--- config.mk ---
export PLATFORM = sky130hd
export DESIGN_NAME = arpct_timer
export DESIGN_NICKNAME = d
export VERILOG_FILES = /design/src/design/arpct_pkg.sv /design/src/design/arpct_timer.sv
export SDC_FILE = /design/constraint.sdc
export NUM_CORES = 1
export LEC_CHECK = 0
export ABC_AREA = 1
export BUFFER_PORTS_ARGS = -buffer_cell sky130_fd_sc_hd__buf_2
export CAP_MARGIN = 25
export CORE_AREA = 3 3 101 103
export CTS_CLUSTER_DIAMETER = 60
export DETAILED_ROUTE_END_ITERATION = 7
export DIE_AREA = 0 0 104 106
export MAX_ROUTING_LAYER = met4
export SLEW_MARGIN = 25
export SYNTH_ARGS = -nofsm -noshare
export SYNTH_HDL_FRONTEND = slang
export SYNTH_SLANG_ARGS = --single-unit
--- constraint.sdc ---
create_clock -name clk_sys -period 2 [get_ports clk_sys]
set_clock_uncertainty 0.15 [all_clocks]
set_input_delay 0.2 -clock clk_sys [delete_from_list [all_inputs] [get_ports clk_sys]]
set_output_delay 0.2 -clock clk_sys [all_outputs]
set_load 0.005 [all_outputs]
--- src/design/arpct_pkg.sv ---
package arpct_pkg;
  // ****************************************
  // register offsets (byte addresses)
  // ****************************************
  localparam logic [3:0] OFS_MODE_CONTROL = 4'h0;
  localparam logic [3:0] OFS_FLAG_STATUS = 4'h4;
  localparam logic [3:0] OFS_CLOCK_EDGE = 4'h8;
  localparam logic [3:0] OFS_LOAD_ACCESS = 4'hC;
  localparam logic [4:0] OFS_RELOAD_CAPTURE = 5'h10;
  localparam logic [4:0] OFS_COMPARE_VALUE = 5'h14;
  localparam logic [4:0] OFS_IRQ_STATUS = 5'h18;
  // ****************************************
  // mode control fields
  // ****************************************
  localparam int MC_LOAD_STROBE = 7;
  localparam int MC_COUNT_EN = 6;
  localparam int MC_PWM_OE = 5;
  localparam int MC_EDGE_IE = 4;
  localparam int MC_CMP_IE = 3;
  localparam int MC_OVF_IE = 2;
  localparam int MC_MODE_HI = 1;
  localparam int MC_MODE_LO = 0;
  // ****************************************
  // flag status fields
  // ****************************************
  localparam int FS_EDGE = 2;
  localparam int FS_CMP = 1;
  localparam int FS_OVF = 0;
  // ****************************************
  // clock / edge config fields
  // ****************************************
  localparam int CE_DIV_HI = 7;
  localparam int CE_DIV_LO = 5;
  localparam int CE_POL = 3;
  localparam int CE_EDGE_EN = 2;
  localparam int CE_CLK_HI = 1;
  localparam int CE_CLK_LO = 0;
  // ****************************************
  // reset values
  // ****************************************
  localparam logic [7:0] RST_MODE_CONTROL = 8'h00;
  localparam logic [7:0] RST_CLOCK_EDGE = 8'h00;
  localparam logic [7:0] RST_COUNTER = 8'h00;
  localparam logic [7:0] RST_RELOAD = 8'h00;
  localparam logic [7:0] RST_COMPARE = 8'h00;
  localparam logic [1:0] RST_DIV3 = 2'h0;
  // ****************************************
  // timing
  // ****************************************
  localparam int CLK_DIV3_COUNT = 3;
  localparam logic [1:0] DIV3_LAST = 2'(CLK_DIV3_COUNT - 1);
  // ****************************************
  // encodings
  // ****************************************
  typedef enum logic [1:0] {
    ARPCT_AUTO_RELOAD,
    ARPCT_CAPTURE,
    ARPCT_CAPTURE_RESET,
    ARPCT_EXT_LOAD
  } arpct_mode_t;
  typedef enum logic [1:0] {
    ARPCT_CLK_INT,
    ARPCT_CLK_DIV3,
    ARPCT_CLK_PIN,
    ARPCT_CLK_RSVD
  } arpct_clk_t;
endpackage

--- src/design/arpct_timer.sv ---
// Behaviour
// - 8-bit counter increments on prescaled clock
// - counter loads from reload/capture register
// - clock is internal, internal/3, or pin
// - 7-bit prescaler, tap gives 2^n division
// - enable clear freezes prescaler and counter
// - reset clears the counter
// - load access write loads, read shows count
// - any counter initialization clears the prescaler
// - auto-reload overflow reloads, sets pwm pin
// - auto-reload compare match clears pwm pin
// - overflow sets sticky flag, gated interrupt
// - compare match sets sticky flag, gated interrupt
// - auto-reload accepts all three clock sources
// - capture edge copies counter, sets edge flag
// - other modes: overflow sets, compare clears pin
// - capture-reset edge clears counter and prescaler
// - external-load edge copies reload into counter
// - interrupt request wakes wait; stop needs pin
// - mode code 00/01/10/11 selects four modes
// - edge enable bit, polarity bit picks edge
// - clock code 00 int, 01 div3, 10 pin
// - flags clear on zero write, one ignored
//
// The implementer's own choices: register access over Avalon-MM and the register offsets.
`timescale 1ns/1ps
`default_nettype none
module arpct_timer (
  input wire logic clk_sys,
  input wire logic reset,
  input wire logic [4:0] avs_address,
  input wire logic avs_read,
  input wire logic avs_write,
  input wire logic [31:0] avs_writedata,
  input wire logic [3:0] avs_byteenable,
  output logic [31:0] avs_readdata,
  output logic avs_waitrequest,
  input wire logic timer_in_pin,
  output logic pwm_out_pin,
  output logic pwm_out_oe,
  output logic irq_request,
  output logic stop_wake_capable
);
  // ****************************************
  // registers
  // ****************************************
  logic [6:0] mode_control_reg;
  logic [2:0] flag_status_reg;
  logic [7:0] clock_edge_config_reg;
  logic [7:0] reload_capture_reg;
  logic [7:0] compare_value_reg;
  logic [7:0] up_counter;
  logic [6:0] tap_prescaler;
  logic [1:0] div3_cnt;
  logic pin_q;
  logic src_q;
  logic tick_q;
  logic [7:0] next_up_counter;

  // local names for the package encodings
  typedef arpct_pkg::arpct_mode_t arpct_mode_t;
  typedef arpct_pkg::arpct_clk_t arpct_clk_t;
  localparam arpct_mode_t ARPCT_AUTO_RELOAD = arpct_pkg::ARPCT_AUTO_RELOAD;
  localparam arpct_mode_t ARPCT_CAPTURE = arpct_pkg::ARPCT_CAPTURE;
  localparam arpct_mode_t ARPCT_CAPTURE_RESET = arpct_pkg::ARPCT_CAPTURE_RESET;
  localparam arpct_mode_t ARPCT_EXT_LOAD = arpct_pkg::ARPCT_EXT_LOAD;
  localparam arpct_clk_t ARPCT_CLK_INT = arpct_pkg::ARPCT_CLK_INT;
  localparam arpct_clk_t ARPCT_CLK_DIV3 = arpct_pkg::ARPCT_CLK_DIV3;
  localparam arpct_clk_t ARPCT_CLK_PIN = arpct_pkg::ARPCT_CLK_PIN;

  arpct_mode_t mode;
  arpct_clk_t clk_sel;
  logic count_clock_enable, load_strobe_bit;
  logic edge_detect_enable, edge_polarity_sel;
  logic [2:0] div_sel;
  logic wr_ok, wr_mode, wr_flags, wr_cfg, wr_load, wr_reload, wr_cmp;
  logic src_level, src_rise, tick, pin_edge, active_edge;
  logic overflow, cmp_match, init_load;

  // ****************************************
  // decode
  // ****************************************
  function automatic logic hit(input logic [4:0] a, input logic [4:0] ofs);
    hit = (a == ofs);
  endfunction

  assign mode = arpct_mode_t'(mode_control_reg[1:0]);
  assign count_clock_enable = mode_control_reg[arpct_pkg::MC_COUNT_EN];
  assign clk_sel = arpct_clk_t'(clock_edge_config_reg[1:0]);
  assign edge_detect_enable = clock_edge_config_reg[arpct_pkg::CE_EDGE_EN];
  assign edge_polarity_sel = clock_edge_config_reg[arpct_pkg::CE_POL];
  assign div_sel = clock_edge_config_reg[7:5];

  assign wr_ok = avs_write && !avs_waitrequest && avs_byteenable[0];
  assign wr_mode = wr_ok && hit(avs_address, 5'(arpct_pkg::OFS_MODE_CONTROL));
  assign wr_flags = wr_ok && hit(avs_address, 5'(arpct_pkg::OFS_FLAG_STATUS));
  assign wr_cfg = wr_ok && hit(avs_address, 5'(arpct_pkg::OFS_CLOCK_EDGE));
  assign wr_load = wr_ok && hit(avs_address, 5'(arpct_pkg::OFS_LOAD_ACCESS));
  assign wr_reload = wr_ok && hit(avs_address, arpct_pkg::OFS_RELOAD_CAPTURE);
  assign wr_cmp = wr_ok && hit(avs_address, arpct_pkg::OFS_COMPARE_VALUE);
  assign load_strobe_bit = wr_mode &&
    avs_writedata[arpct_pkg::MC_LOAD_STROBE];

  // ****************************************
  // clock source and prescaler
  // ****************************************
  always_comb begin
    case (clk_sel)
      ARPCT_CLK_INT: src_level = 1'b1;
      ARPCT_CLK_DIV3: src_level = (div3_cnt == arpct_pkg::DIV3_LAST);
      ARPCT_CLK_PIN: src_level = timer_in_pin;
      default: src_level = 1'b0;
    endcase
  end
  // internal source pulses every cycle; pin uses its rising edge
  assign src_rise = (clk_sel == ARPCT_CLK_PIN) ? (src_level && !src_q) :
    src_level;
  assign tick = count_clock_enable && src_rise && tick_q;

  always_comb begin
    tick_q = 1'b1;
    for (int i = 0; i < 7; i++) begin
      if (i < int'(div_sel)) begin
        tick_q = tick_q & tap_prescaler[i];
      end
    end
  end

  always_ff @(posedge clk_sys) begin
    if (reset) begin
      div3_cnt <= arpct_pkg::RST_DIV3;
    end else if (div3_cnt == arpct_pkg::DIV3_LAST) begin
      div3_cnt <= 2'h0;
    end else begin
      div3_cnt <= div3_cnt + 2'h1;
    end
  end

  always_ff @(posedge clk_sys) begin
    if (reset) begin
      src_q <= 1'b0;
      pin_q <= 1'b0;
    end else begin
      src_q <= src_level;
      pin_q <= timer_in_pin;
    end
  end

  // ****************************************
  // edge detect
  // ****************************************
  assign pin_edge = edge_polarity_sel ? (pin_q && !timer_in_pin) :
    (!pin_q && timer_in_pin);
  assign active_edge = edge_detect_enable && pin_edge;

  // ****************************************
  // counter
  // ****************************************
  assign overflow = tick && (up_counter == 8'hFF);
  assign cmp_match = tick && (next_up_counter == compare_value_reg);
  assign init_load = load_strobe_bit || wr_load ||
    (active_edge && mode inside {ARPCT_CAPTURE_RESET, ARPCT_EXT_LOAD});

  always_comb begin
    next_up_counter = up_counter;
    if (tick) begin
      if (overflow && mode == ARPCT_AUTO_RELOAD) begin
        next_up_counter = reload_capture_reg;
      end else begin
        next_up_counter = up_counter + 8'h01;
      end
    end
  end

  always_ff @(posedge clk_sys) begin
    if (reset) begin
      up_counter <= arpct_pkg::RST_COUNTER;
    end else if (wr_load) begin
      up_counter <= avs_writedata[7:0];
    end else if (load_strobe_bit) begin
      up_counter <= reload_capture_reg;
    end else if (active_edge && mode == ARPCT_CAPTURE_RESET) begin
      up_counter <= 8'h00;
    end else if (active_edge && mode == ARPCT_EXT_LOAD) begin
      up_counter <= reload_capture_reg;
    end else begin
      up_counter <= next_up_counter;
    end
  end

  always_ff @(posedge clk_sys) begin
    if (reset) begin
      tap_prescaler <= 7'h00;
    end else if (init_load) begin
      tap_prescaler <= 7'h00;
    end else if (count_clock_enable && src_rise) begin
      tap_prescaler <= tap_prescaler + 7'h01;
    end
  end

  // ****************************************
  // pwm output
  // ****************************************
  always_ff @(posedge clk_sys) begin
    if (reset) begin
      pwm_out_pin <= 1'b0;
    end else if (overflow) begin
      pwm_out_pin <= 1'b1;
    end else if (cmp_match) begin
      pwm_out_pin <= 1'b0;
    end
  end

  always_ff @(posedge clk_sys) begin
    if (reset) begin
      pwm_out_oe <= 1'b0;
    end else begin
      pwm_out_oe <= mode_control_reg[arpct_pkg::MC_PWM_OE];
    end
  end

  // ****************************************
  // control registers
  // ****************************************
  always_ff @(posedge clk_sys) begin
    if (reset) begin
      mode_control_reg <= arpct_pkg::RST_MODE_CONTROL[6:0];
      clock_edge_config_reg <= arpct_pkg::RST_CLOCK_EDGE;
      compare_value_reg <= arpct_pkg::RST_COMPARE;
    end else begin
      if (wr_mode) begin
        mode_control_reg <= avs_writedata[6:0];
      end
      if (wr_cfg) begin
        clock_edge_config_reg <= avs_writedata[7:0] & 8'hEF;
      end
      if (wr_cmp) begin
        compare_value_reg <= avs_writedata[7:0];
      end
    end
  end

  always_ff @(posedge clk_sys) begin
    if (reset) begin
      reload_capture_reg <= arpct_pkg::RST_RELOAD;
    end else if (active_edge &&
                 mode inside {ARPCT_CAPTURE, ARPCT_CAPTURE_RESET}) begin
      reload_capture_reg <= up_counter;
    end else if (wr_reload) begin
      reload_capture_reg <= avs_writedata[7:0];
    end
  end

  // ****************************************
  // flags, set wins over clear
  // ****************************************
  always_ff @(posedge clk_sys) begin
    if (reset) begin
      flag_status_reg <= 3'h0;
    end else begin
      flag_status_reg[arpct_pkg::FS_OVF] <= overflow ||
        (flag_status_reg[arpct_pkg::FS_OVF] &&
         !(wr_flags && !avs_writedata[arpct_pkg::FS_OVF]));
      flag_status_reg[arpct_pkg::FS_CMP] <= cmp_match ||
        (flag_status_reg[arpct_pkg::FS_CMP] &&
         !(wr_flags && !avs_writedata[arpct_pkg::FS_CMP]));
      flag_status_reg[arpct_pkg::FS_EDGE] <=
        (active_edge && mode != ARPCT_AUTO_RELOAD) ||
        (flag_status_reg[arpct_pkg::FS_EDGE] &&
         !(wr_flags && !avs_writedata[arpct_pkg::FS_EDGE]));
    end
  end

  always_ff @(posedge clk_sys) begin
    if (reset) begin
      irq_request <= 1'b0;
      stop_wake_capable <= 1'b0;
    end else begin
      irq_request <= |(flag_status_reg & mode_control_reg[4:2]);
      stop_wake_capable <= (clk_sel == ARPCT_CLK_PIN);
    end
  end

  // ****************************************
  // bus slave: one wait state
  // ****************************************
  // low for one cycle after a request has waited one cycle
  always_ff @(posedge clk_sys) begin
    if (reset) begin
      avs_waitrequest <= 1'b1;
    end else begin
      avs_waitrequest <= !((avs_read || avs_write) && avs_waitrequest);
    end
  end

  always_ff @(posedge clk_sys) begin
    if (reset) begin
      avs_readdata <= 32'h0000_0000;
    end else if (avs_read) begin
      case (avs_address)
        5'(arpct_pkg::OFS_MODE_CONTROL):
          avs_readdata <= {25'h0, mode_control_reg};
        5'(arpct_pkg::OFS_FLAG_STATUS):
          avs_readdata <= {29'h0, flag_status_reg};
        5'(arpct_pkg::OFS_CLOCK_EDGE):
          avs_readdata <= {24'h0, clock_edge_config_reg};
        5'(arpct_pkg::OFS_LOAD_ACCESS):
          avs_readdata <= {24'h0, up_counter};
        arpct_pkg::OFS_RELOAD_CAPTURE:
          avs_readdata <= {24'h0, reload_capture_reg};
        arpct_pkg::OFS_COMPARE_VALUE:
          avs_readdata <= {24'h0, compare_value_reg};
        arpct_pkg::OFS_IRQ_STATUS:
          avs_readdata <= {31'h0, irq_request};
        default: avs_readdata <= 32'h0000_0000;
      endcase
    end
  end

  // ****************************************
  // assertions
  // ****************************************
  reset_clear_a: assert property (@(posedge clk_sys)
    reset |=> up_counter == 8'h00) else $error("counter not cleared");
  count_step_a: assert property (@(posedge clk_sys) disable iff (reset)
    tick && !init_load && up_counter != 8'hFF |=>
    up_counter == $past(up_counter) + 8'h01) else $error("bad increment");
  freeze_a: assert property (@(posedge clk_sys) disable iff (reset)
    !count_clock_enable && !init_load |=>
    $stable(up_counter) && $stable(tap_prescaler)) else $error("not frozen");
  load_write_a: assert property (@(posedge clk_sys) disable iff (reset)
    wr_load |=> up_counter == $past(avs_writedata[7:0]) &&
    tap_prescaler == 7'h00) else $error("load access failed");
  reload_ovf_a: assert property (@(posedge clk_sys) disable iff (reset)
    overflow && !init_load && mode == ARPCT_AUTO_RELOAD |=>
    up_counter == $past(reload_capture_reg) && pwm_out_pin)
    else $error("reload missing");
  wrap_ovf_a: assert property (@(posedge clk_sys) disable iff (reset)
    overflow && !init_load && mode != ARPCT_AUTO_RELOAD |=>
    up_counter == 8'h00) else $error("wrap missing");
  cmp_clear_a: assert property (@(posedge clk_sys) disable iff (reset)
    cmp_match && !overflow |=> !pwm_out_pin &&
    flag_status_reg[arpct_pkg::FS_CMP])
    else $error("pwm not cleared");
  ovf_sticky_a: assert property (@(posedge clk_sys) disable iff (reset)
    overflow |=> flag_status_reg[arpct_pkg::FS_OVF])
    else $error("ovf flag missing");
  flag_keep_a: assert property (@(posedge clk_sys) disable iff (reset)
    flag_status_reg[arpct_pkg::FS_CMP] && !wr_flags |=>
    flag_status_reg[arpct_pkg::FS_CMP]) else $error("cmp flag lost");
  capture_a: assert property (@(posedge clk_sys) disable iff (reset)
    active_edge && mode == ARPCT_CAPTURE |=>
    reload_capture_reg == $past(up_counter) &&
    flag_status_reg[arpct_pkg::FS_EDGE]) else $error("capture failed");
  cap_reset_a: assert property (@(posedge clk_sys) disable iff (reset)
    active_edge && mode == ARPCT_CAPTURE_RESET && !wr_load &&
    !load_strobe_bit |=> up_counter == 8'h00)
    else $error("capture reset failed");
  ext_load_a: assert property (@(posedge clk_sys) disable iff (reset)
    active_edge && mode == ARPCT_EXT_LOAD && !wr_load &&
    !load_strobe_bit |=> up_counter == $past(reload_capture_reg))
    else $error("external load failed");
  irq_gate_a: assert property (@(posedge clk_sys) disable iff (reset)
    flag_status_reg[arpct_pkg::FS_OVF] &&
    mode_control_reg[arpct_pkg::MC_OVF_IE] |=> irq_request)
    else $error("irq missing");
  flag_clear_a: assert property (@(posedge clk_sys) disable iff (reset)
    wr_flags && !avs_writedata[arpct_pkg::FS_OVF] && !overflow |=>
    !flag_status_reg[arpct_pkg::FS_OVF])
    else $error("flag clear failed");
  pwm_cycle_c: cover property (@(posedge clk_sys) disable iff (reset)
    overflow ##[1:300] cmp_match);
  capture_c: cover property (@(posedge clk_sys) disable iff (reset)
    active_edge && mode == ARPCT_CAPTURE_RESET);
  ext_load_c: cover property (@(posedge clk_sys) disable iff (reset)
    active_edge && mode == ARPCT_EXT_LOAD);
  set_clear_c: cover property (@(posedge clk_sys) disable iff (reset)
    overflow && wr_flags && !avs_writedata[arpct_pkg::FS_OVF]);
endmodule
`default_nettype wire

==> results.md <==
- Part of the power in the clock network: 39.7%
- Hold slack: 0.0310 ns
- Diodes inserted: 0
- Vias in the first global route: 3876
- # H-tree levels: 3
- IO Pins: 83
- Fmax: 445 MHz
- FF+latch count, synth: 65
- Total CTS buffers: 9
- Post-synth top cells: nand2_1, inv_1, dfxtp_1, o21ai_0, a21oi_1
- DRC: 0
- Clock sink count: 65
- Sw frac: 25.8%
- Cells after synthesis: 546
- Vias per Instance: 5.06
- Via count: 4005
- Peak supply drop: 0.000388 V
- Post-DR wirelength/cell: 15.6 µm
- Total track usage: 23.1%
- Grt ovf: 0
- Largest net degree at the start of global routing: 23
- CTS clk-pin slew, worst paths: 0.07 ns
- Worst Hold Class: input pin to register
- Outcome: finished with violations
- Seq/Total Area, Yosys: 34.7%
- Chip Height: 106 µm
- Cell Rows: 35
- Sw power: 0.645 mW
- Int Power: 1.85 mW
- Antenna Nets Post-Route: 0
- TritonRoute pass-1 iters: 5
- Initial antenna violation count: 0
- Tmin final: 2.25 ns
- Worst path arrival time: 2.32 ns
- FFs w/ async S/R, synth: 0%
- Reg power frac: 52.7%
- CTS tree: yes
- Most frequent cell after synthesis: nand2_1
- Power Density: 511 nW/µm²
- Clk_lat worst skew: 0.35 ns
- Largest cells by area after synthesis: dfxtp_1, nand2_1, inv_1
- Die width: 104 µm
- WP data required: 2.07 ns
- Layout cell share with drive strength beyond 1: 28.7%
- Port Buffers: 31
- CP endpoint kind: register
- Fillers: 947
- Nets: 710
- RSZ-0062 raised after global routing: yes
- DP HPWL: 9.53 mm
- Root buffer cell: clkbuf_8
- Initial core utilization: 40.4%
- Syn Area/Cell: 6.87 µm²
- Yosys cell types: 44
- Setup violations, final: 8
- Final setup margin: -0.250 ns
- Final GP Congestion: 0.975
- Pre-CTS WS: -0.259 ns
- Number of max-cap violations: 0
- CP max FO: 8
- Synth Cell Area: 3750 µm²
- Die ar.: 11000 µm²
- Total power: 2.50 mW
- Routed WL: 12.3 mm
- Crit Path Category: register to register
- Number of DRC markers in iteration 0: 236
- Area leader, netlist: dfxtp_1
- First-pass GRT wire length: 19.5 mm
- Post-synth top flop: dfxtp_1
- Violated checks: setup timing
- CP Launch Type: register
- Longest Clk Path Bufs: 2
- Gate power share: 7.5%
- Core area: 9280 µm²
- Final period util: 112%
- Area grow syn2layout: 30.3%
- Final hold viol count: 0
- Leakage: 2.14 nW
- Number of flops mapped to enable cells by yosys: 0
- Top-area cell type share of the netlist area: 34.7%
- Fin. max-slew vios: 0
- Yosys warnings: 0
[critical path, stage by stage, from the launching register on]
cell	delay, ns
dfxtp_2	0.33
inv_2	0.05
ha_4	0.12
inv_2	0.03
nand2_2	0.04
nand2_2	0.06
nand2_2	0.09
nand2_4	0.07
nor2_8	0.15
buf_6	0.14
nand2_8	0.08
a31oi_1	0.14
nand2_1	0.10
nand2_2	0.08
nand2_1	0.05
nand2_1	0.05
nand2_1	0.07
nor2_1	0.10
nand2_1	0.09
nand2_1	0.06
a21oi_1	0.05
[cells by family (layout without fill, tap and decap cells)]
family | Yosys count | count (layout) | share of synthesized area (%)
DFF | 65 | 65 | 34.7
buffers and inverters | 112 | 205 | 14.0
and+or+nand+nor | 226 | 226 | 27.2
AOI/OAI and AO/OA | 130 | 130 | 20.6
xor gates and xnor gates | 6 | 6 | 1.40
adders and majority gates | 6 | 6 | 2.00
other | 1 | 24 | 0.0999
[cells in the final DEF, fill, tap and decap left out, drive strengths merged, types with 4 or more instances in the layout]
cell type,instances
clkinv,4
o221ai,7
a21oi,42
o211ai,10
o22ai,5
dfxtp,65
nor3,9
buf,114
clkbuf,12
nand3,34
nor2,43
o21ai,46
nand2,132
nand4,4
conb,24
ha,6
xor2,4
a31oi,11
inv,73
[repair_timing]
action,in CTS,in global routing
hold endpoints to repair,1,0
buffers inserted,3,2
hold buffers,1,0
gates resized for setup,32,19
pin swaps,13,16
endpoints found under the setup margin,9,24
[metrics by stage]
step	utilization, %	setup TNS, ns	std cells	area [µm²]
detailed placement	48.8	-1.73	772	4530
floorplan	-	-0.0205	569	3850
finish	52.7	-0.881	791	4890
global route	52.7	-2.44	791	4890
global placement	48.8	-1.18	772	4530
CTS	51.9	-0.699	790	4820
[worst paths after layout]
kind / start / endpoint / slack (ns) / depth (start not counted)
worst min register to register: div3_cnt[0] / div3_cnt[0] / 0.26 / 1
worst min-delay path: avs_writedata[4] / mode_control_reg[4] / 0.03 / 3
worst max-delay path: div3_cnt[0] / pwm_out_pin / -0.25 / 20
worst max register to register: div3_cnt[0] / pwm_out_pin / -0.25 / 20
[final cells by class]
type | count | area, µm² | area share (%)
well taps | 129 | 161 | 3.30
inverters | 75 | 284 | 5.81
clock inverters | 3 | 17.5 | 0.358
multi-input cells | 392 | 2150 | 43.9
flip-flops and latches | 65 | 1310 | 26.7
clock buffers | 12 | 145 | 2.97
repair buffers | 115 | 830 | 17.0
[power groups by stage]
| stage | registers [mW] | clock network [mW] | logic, mW |
|---|---|---|---|
| after floorplan | 1.35 | 0 | 0.122 |
| after global placement | 1.35 | 0 | 0.171 |
| after detailed placement | 1.35 | 0 | 0.174 |
| after CTS | 1.32 | 1.02 | 0.184 |
| after global routing | 1.32 | 1.07 | 0.214 |
| final | 1.32 | 0.994 | 0.188 |
[metal layers]
layer | up-vias | global-route usage, % | routed length [µm]
li1 | 1981 | - | -
met4 | 0 | 5.41 | 291
met3 | 25 | 4.86 | 782
met2 | 136 | 38.8 | 5970
met5 | - | - | 0
met1 | 1863 | 28.6 | 5260
Power figures use the tool's default switching activity.
